**src/hdl/dic_pkg.sv**
```systemverilog
// package: constants and types for the digital input conditioner
package dic_pkg;
	localparam int unsigned CLK_HZ          = 125000000;
	localparam int unsigned NUM_INPUTS      = 8;
	localparam int unsigned NUM_RELAYS      = 5;
	localparam int unsigned VOLT_W          = 19;	// millivolts, 0..275000
	localparam int unsigned THR_W           = 11;	// decivolts, 0..2000
	localparam int unsigned DELAY_W         = 21;	// milliseconds, 0..1800000
	localparam int unsigned COUNT_W         = 32;
	localparam int unsigned SCAN_MS         = 5;
	localparam int unsigned SCAN_CYCLES     = CLK_HZ / 1000 * SCAN_MS;
	localparam int unsigned AC_EXTRA_MS     = 30;
	localparam int unsigned MV_PER_DV       = 100;
	localparam int unsigned AC_REL_DIV      = 10;
	localparam logic [THR_W-1:0]   ACT_THR_RST = 11'h370;	// 88.0 V
	localparam logic [THR_W-1:0]   REL_THR_RST = 11'h258;	// 60.0 V
	localparam logic [DELAY_W-1:0] DELAY_RST   = 21'h000000;
	localparam logic [DELAY_W-1:0] SCAN_MS_D   = 21'h000005;
	localparam logic [DELAY_W-1:0] AC_EXTRA_D  = 21'h00001e;
	typedef logic [VOLT_W-1:0]  dic_volt_t;
	typedef logic [THR_W-1:0]   dic_thr_t;
	typedef logic [DELAY_W-1:0] dic_delay_t;
	typedef logic [COUNT_W-1:0] dic_count_t;
endpackage : dic_pkg

```
**src/hdl/dic_channel.sv**
```systemverilog
// one conditioned input channel: thresholds, delays, counter
`timescale 1ns/100ps
`default_nettype none
module dic_channel
	import dic_pkg::*;
(
	input  wire logic      clock,       // system clock
	input  wire logic      reset,       // sync reset, high
	input  wire logic      scan,        // one pulse per scan
	input  wire dic_volt_t volt,        // measured millivolts
	input  wire logic      nc_pol,      // 1 = normally closed
	input  wire logic      ac_mode,     // alternating supply option
	input  wire dic_thr_t  act_thr,     // activation, decivolts
	input  wire dic_thr_t  rel_thr,     // release, decivolts
	input  wire dic_delay_t act_dly,    // activation delay, ms
	input  wire dic_delay_t drop_dly,   // drop-off delay, ms
	input  wire logic      clr_count,   // clear counter pulse
	output var  logic      status_ff,   // conditioned status
	output var  dic_count_t count_ff,   // rising transition count
	output var  dic_volt_t volt_ff      // reported voltage
);
	logic       raw_ff;
	dic_delay_t elapsed_ff;
	logic [VOLT_W+6:0] act_mv;
	logic [VOLT_W+6:0] rel_mv;
	logic       nxt_raw;
	logic       target;
	dic_delay_t hold;

	always_comb
	begin
		act_mv = (VOLT_W+7)'(act_thr) * (VOLT_W+7)'(MV_PER_DV);
		rel_mv = ac_mode ? act_mv / (VOLT_W+7)'(AC_REL_DIV)
			: (VOLT_W+7)'(rel_thr) * (VOLT_W+7)'(MV_PER_DV);
		nxt_raw = raw_ff;
		if ((VOLT_W+7)'(volt) > act_mv)
			nxt_raw = 1'b1;
		else if ((VOLT_W+7)'(volt) < rel_mv)
			nxt_raw = 1'b0;
		target = nxt_raw ^ nc_pol;
		hold = target ? act_dly
			: drop_dly + (ac_mode ? AC_EXTRA_D : DELAY_RST);
	end

	always_ff @(posedge clock)
	begin
		if (reset)
			raw_ff <= 1'b0;
		else if (scan)
			raw_ff <= nxt_raw;
	end

	always_ff @(posedge clock)
	begin
		if (reset)
		begin
			status_ff  <= 1'b0;
			elapsed_ff <= DELAY_RST;
		end
		else if (scan)
		begin
			if (target == status_ff)
				elapsed_ff <= DELAY_RST;
			else if (elapsed_ff + SCAN_MS_D > hold)
			begin
				status_ff  <= target;
				elapsed_ff <= DELAY_RST;
			end
			else
				elapsed_ff <= elapsed_ff + SCAN_MS_D;
		end
	end

	always_ff @(posedge clock)
	begin
		if (reset || clr_count)
			count_ff <= '0;
		else if (scan && target && !status_ff && (elapsed_ff + SCAN_MS_D > hold))
			count_ff <= count_ff + 32'h1;
	end

	always_ff @(posedge clock)
	begin
		if (reset)
			volt_ff <= '0;
		else if (scan)
			volt_ff <= volt;
	end

	rise_count_a: assert property (@(posedge clock) disable iff (reset)
		$rose(status_ff) && !$past(clr_count) |-> count_ff == $past(count_ff) + 32'h1)
		else $error("counter missed a rising status");
	clr_count_a: assert property (@(posedge clock) disable iff (reset)
		clr_count |=> count_ff == '0)
		else $error("counter not cleared");
	scan_only_a: assert property (@(posedge clock) disable iff (reset)
		!$past(scan) |-> $stable(status_ff))
		else $error("status changed off scan");
	act_delay_a: assert property (@(posedge clock) disable iff (reset)
		$rose(status_ff) |-> $past(elapsed_ff) + SCAN_MS_D > $past(act_dly))
		else $error("activation delay cut short");
	drop_delay_a: assert property (@(posedge clock) disable iff (reset)
		$fell(status_ff) |-> $past(elapsed_ff) + SCAN_MS_D > $past(drop_dly)
			+ ($past(ac_mode) ? AC_EXTRA_D : DELAY_RST))
		else $error("drop-off delay cut short");
	hyst_hold_a: assert property (@(posedge clock) disable iff (reset)
		scan && !$past(ac_mode) && !ac_mode && volt * 1 <= act_thr * MV_PER_DV
			&& volt >= rel_thr * MV_PER_DV |=> raw_ff == $past(raw_ff))
		else $error("raw state moved inside band");
	volt_rep_a: assert property (@(posedge clock) disable iff (reset)
		scan |=> volt_ff == $past(volt))
		else $error("voltage not reported");
	pol_a: assert property (@(posedge clock) disable iff (reset)
		scan && volt > act_thr * MV_PER_DV
			&& (nc_pol ? (drop_dly == DELAY_RST && !ac_mode) : (act_dly == DELAY_RST))
			|=> status_ff == !$past(nc_pol))
		else $error("polarity result wrong");
	rise_c: cover property (@(posedge clock) $rose(status_ff));
	fall_c: cover property (@(posedge clock) $fell(status_ff) && ac_mode);
	clr_c: cover property (@(posedge clock) clr_count && count_ff != '0);
endmodule : dic_channel
`default_nettype wire

```
**src/hdl/dic_top.sv**
```systemverilog
// top: eight-input conditioner and five-relay output card
`timescale 1ns/100ps
`default_nettype none
module dic_top
#(
	parameter int unsigned SCAN_LEN = dic_pkg::SCAN_CYCLES	// clocks per scan, 5 ms by default
)
(
	input  wire logic                                          clock,        // 125 MHz
	input  wire logic                                          reset,        // sync, high
	input  wire dic_pkg::dic_volt_t [dic_pkg::NUM_INPUTS-1:0]  volt_in,      // digitised mV
	input  wire logic [dic_pkg::NUM_INPUTS-1:0]                nc_pol,       // polarity
	input  wire logic [dic_pkg::NUM_INPUTS-1:0]                ac_mode,      // ac option
	input  wire dic_pkg::dic_thr_t [dic_pkg::NUM_INPUTS-1:0]   act_thr,      // decivolts
	input  wire dic_pkg::dic_thr_t [dic_pkg::NUM_INPUTS-1:0]   rel_thr,      // decivolts
	input  wire dic_pkg::dic_delay_t [dic_pkg::NUM_INPUTS-1:0] act_dly,      // ms
	input  wire dic_pkg::dic_delay_t [dic_pkg::NUM_INPUTS-1:0] drop_dly,     // ms
	input  wire logic [dic_pkg::NUM_INPUTS-1:0]                clr_count,    // clear pulses
	input  wire logic [dic_pkg::NUM_RELAYS-1:0]                relay_ctl,    // relay controls
	output var  logic [dic_pkg::NUM_INPUTS-1:0]                input_status, // status
	output var  dic_pkg::dic_count_t [dic_pkg::NUM_INPUTS-1:0] rise_count,   // counters
	output var  dic_pkg::dic_volt_t [dic_pkg::NUM_INPUTS-1:0]  volt_now,     // voltages
	output var  logic [dic_pkg::NUM_RELAYS-1:0]                relay_out_ff, // relays
	output var  logic                                          scan_tick_ff  // scan pulse
);
	import dic_pkg::*;

	logic [27:0] tick_ff;

	// 5 ms cycle strobe shared by inputs and relays
	always_ff @(posedge clock)
	begin
		if (reset)
		begin
			tick_ff      <= 28'h0;
			scan_tick_ff <= 1'b0;
		end
		else if (tick_ff == 28'(SCAN_LEN - 1))
		begin
			tick_ff      <= 28'h0;
			scan_tick_ff <= 1'b1;
		end
		else
		begin
			tick_ff      <= tick_ff + 28'h1;
			scan_tick_ff <= 1'b0;
		end
	end

	always_ff @(posedge clock)
	begin
		if (reset)
			relay_out_ff <= '0;
		else if (scan_tick_ff)
			relay_out_ff <= relay_ctl;
	end

	genvar g;
	generate
		for (g = 0; g < NUM_INPUTS; g++)
		begin : g_chan
			dic_channel u_chan (
				.clock     (clock),
				.reset     (reset),
				.scan      (scan_tick_ff),
				.volt      (volt_in[g]),
				.nc_pol    (nc_pol[g]),
				.ac_mode   (ac_mode[g]),
				.act_thr   (act_thr[g]),
				.rel_thr   (rel_thr[g]),
				.act_dly   (act_dly[g]),
				.drop_dly  (drop_dly[g]),
				.clr_count (clr_count[g]),
				.status_ff (input_status[g]),
				.count_ff  (rise_count[g]),
				.volt_ff   (volt_now[g])
			);
		end
	endgenerate

	relay_cycle_a: assert property (@(posedge clock) disable iff (reset)
		!$past(scan_tick_ff) |-> $stable(relay_out_ff))
		else $error("relay changed off cycle");
	relay_load_a: assert property (@(posedge clock) disable iff (reset)
		scan_tick_ff |=> relay_out_ff == $past(relay_ctl))
		else $error("relay not refreshed");
	relay_c: cover property (@(posedge clock) scan_tick_ff && relay_ctl != relay_out_ff);
endmodule : dic_top
`default_nettype wire

```
**config.mk**
```make
export PLATFORM = sky130hd
export DESIGN_NAME = dic_top
export DESIGN_NICKNAME = d
export VERILOG_FILES = /design/src/hdl/dic_pkg.sv /design/src/hdl/dic_channel.sv /design/src/hdl/dic_top.sv
export SDC_FILE = /design/constraint.sdc
export NUM_CORES = 2
export LEC_CHECK = 0
export BUFFER_PORTS_ARGS = -buffer_cell sky130_fd_sc_hd__buf_2
export CORE_AREA = 2 2 436 438
export CTS_CLUSTER_SIZE = 28
export DETAILED_ROUTE_END_ITERATION = 8
export DIE_AREA = 0 0 438 440
export PLACE_DENSITY = 0.73
export SETUP_SLACK_MARGIN = 0.2
export SYNTH_ARGS = -nofsm -noshare
export SYNTH_HDL_FRONTEND = slang
export SYNTH_SLANG_ARGS = --single-unit
```
**constraint.sdc**
```tcl
create_clock -name clock -period 22.9 [get_ports clock]
set_clock_uncertainty 0.1 [all_clocks]
set_input_delay 1.145 -clock clock [delete_from_list [all_inputs] [get_ports clock]]
set_output_delay 1.145 -clock clock [all_outputs]
set_load 0.01 [all_outputs]
```
==> results.md <==
* Outcome: finished clean
* CP Capture Type: flip-flop
* Worst-path clk slew at 0.06 ns
* DRC at 0
* CTS tree: done
* Startpoint types: primary input
* Post-Synthesis Cell Area at 80,480 um2
* Cell variety after synth at 142
* Fin. Hold Viols at 0
* Share of the synthesized area in the top cell type at 17.30%
* Reg2reg end: g_chan[7].u_chan.count_ff[28]
* First-pass GRT wire length at 421,500 um
* CTS Hold Bufs at 0
* R2R Path Start: g_chan[7].u_chan.raw_ff
* LEAKAGE at 40.48 nW
* Crit path DAT at 18.56 ns
* FMAX at 55.43 MHz
* Post-synth EDFFs at 0
* Vias per cell at 5.952
* Wirelength per Cell at 19.64 um
* Crit path max fanout at 21
* Clock root cell: clkbuf_16
* Hold Crit Endpoint: tick_ff[0]
* Synth top area cells: ha_1, dfxtp_1, nor2_1, a21oi_1, xnor2_1
* Hold WC Path Type: flip-flop to flip-flop
* Tot GR Track Use at 26.95%
* Placed insts at 13,812
* Clock Sink Count at 626
* VDD IR max at 158.7 uV
* TNS Setup at 0 ns
* Post-synth top area cell: ha_1
* Final period utilization at 78.78%
* Final Instance Count excl. Fillers at 14,022
* Final HPWL DP at 219,700 um
* Register area share after synthesis at 15.57%
* PD cells at 154.8 nW/um2
* GR Overflow Total at 0
* PortBufs at 1,116
* Largest net degree at the start of global routing at 88
* Pre-CTS setup slack at 4.585 ns
* Fill count at 18,723
* CTS buffer count at 80
* Max_cap viols at 0
* R2R cell count at 27
* Core Region at 188,600 um2
* Routed Antenna Nets at 0
* P&R area growth vs syn at 12.96%
* Ys async rst share at 0%
* Clk buf depth at 3
* Register-to-register setup slack at 16.23 ns
* Post-Syn Instances at 10,601
* Slew @ Worst Pin at 1.260 ns
* Final setup fails at 0
* Via Count at 83,463
* Hold Path Cell Cnt at 1
* Top cells by count, synth: ha_1, nor2_1, nand2_1
* Die height at 440 um
* Synth Flop Type: dfxtp_1
* Die X at 438 um
* Flops & latches, synth at 626
* Syn_area_per_cell at 7.591 um2
* Top Ports at 1,117
* # resized after CTS at 0
* First DRT Iteration DRCs at 7,588
* Min Tclk post-route at 18.04 ns
* Post-CTS setup buffer count at 0
* Min-delay src: tick_ff[0]
* Antenna violations before repair at 72
* Nets at 13,295
* Fraction of layout cells with a size suffix above 1 at 13.68%
* Clk_lat worst skew at 0.74 ns
* Setup CP Type: primary input to flip-flop
* Total nets after synthesis at 12,513
* First drt pass iteration count at 7
* Slew HR at 13.81%
* Starting Density at 42.68%
* Final WS setup at 4.860 ns
* Worst stage delay on the critical path at 1.09 ns
* Post-layout util at 48.20%
* RePlAce Congestion at 0.9738
* CP required at 23.42 ns
* # rows at 160
* YS warnings at 0
* Count leader, synth: ha_1
* Pins Over Slew Limit at 0
* Routed WL at 275,400 um
* DIE AREA at 192,700 um2
* Crit-path most repeated cell: ha_1
* CP max stage cell: a2111oi_0
* RSZ-0062 raised after global routing: false
* CTS H-tree lvls at 3
* Number of global-route vias before repair at 75,085
==> state kept, by name, indices dropped and copies added, names as in the netlist <==
signal                    flops
g_chan.u_chan.count_ff      256
g_chan.u_chan.elapsed_ff    168
g_chan.u_chan.volt_ff       152
tick_ff                      28
g_chan.u_chan.raw_ff          8
g_chan.u_chan.status_ff       8
relay_out_ff                  5
scan_tick_ff                  1
==> per-stage QoR <==
stage / power [W] / hold slack (ns) / cell area (um2)
2_1_floorplan: 0.01009 / 0.3176 / 80480
3_3_place_gp: 0.01224 / 0.3303 / 87720
3_5_place_dp: 0.01227 / 0.3424 / 87720
4_1_cts: 0.01380 / 0.3540 / 90740
5_1_grt: 0.01535 / 0.3894 / 90860
6_report: 0.01407 / 0.3506 / 90900
==> critical path: cells and delay by family <==
kind / cells / cell delay [ns]
compound gates: 27 / 6.17
simple gates: 19 / 6.06
fa+ha+maj: 7 / 2.16
buf+inv: 6 / 1.61
xor+xnor: 2 / 0.82
mux: 2 / 0.56
==> power by group <==
group | switching (W) | internal, W | leakage (nW)
registers | 0.000000330 | 0.00109 | 5.04
logic | 0.00721 | 0.00431 | 34.0
clock network | 0.000588 | 0.000874 | 1.45
total | 0.00780 | 0.00627 | 40.5
==> cell families after synthesis <==
logic type	synth area share, %
and+or+nand+nor	23.71
AOI/OAI and AO/OA	23.19
adders and majority gates	20.09
buffers and inverters	5.752
xor gates and xnor gates	7.940
DFF	15.57
muxes	3.739
==> cells in the final DEF (no fill, tap or decap), types with 59 or more instances in the layout <==
cell type and count:
xor2_1 311, nand3b_1 64, nand4_1 234, o21ai_0 573, o211ai_1 97, inv_1 673
nand2_1 763, nand2b_1 96, fa_1 104, and3_1 193, buf_2 1115, ha_1 1113
nand3_1 430, nor4_1 124, o21ai_1 70, o31ai_1 59, nor2b_1 117, mux2i_1 261
nor2_1 983, a211oi_1 114, o21a_1 76, diode_2 64, a31oi_1 130, or3_1 145
a21o_1 181, a21oi_1 705, clkbuf_16 80, and2_1 82, dfxtp_1 625, nor3_1 259
xnor2_1 398
==> routing by layer <==
layer	global-route usage (%)	vias up	wire length, um
met5	0.5707	-	238
met4	15.57	14	16160
li1	-	40599	-
met2	41.53	3429	120100
met3	5.153	583	23500
met1	34.97	38838	115500
==> how the worst max path moves through the flow <==
stage / to / start / slack (ns) / cells past startpoint
5_1_grt: g_chan[5].u_chan.count_ff[14] / act_thr[57] / 3.65 / 63
3_5_place_dp: g_chan[5].u_chan.count_ff[31] / act_thr[57] / 4.58 / 63
3_3_place_gp: g_chan[5].u_chan.count_ff[12] / act_thr[57] / 4.79 / 63
6_report: g_chan[5].u_chan.count_ff[12] / act_thr[57] / 4.86 / 63
4_1_cts: g_chan[5].u_chan.count_ff[31] / act_thr[57] / 5.33 / 63
2_1_floorplan: g_chan[5].u_chan.count_ff[31] / act_thr[57] / 7.64 / 69
==> area by class of cell <==
class / count / area (um2) / area share (%)
Antenna cell: 64 / 160.2 / 0.1762
Clock buffer: 109 / 2261 / 2.487
Clock inverter: 37 / 764.5 / 0.8410
Inverter: 701 / 2639 / 2.903
Multi-Input combinational cell: 8805 / 63410 / 69.75
Sequential cell: 626 / 12540 / 13.79
Tap cell: 2511 / 3142 / 3.456
Timing Repair Buffer: 1169 / 5993 / 6.593
No activity file was read; power rests on OpenSTA's default activity.
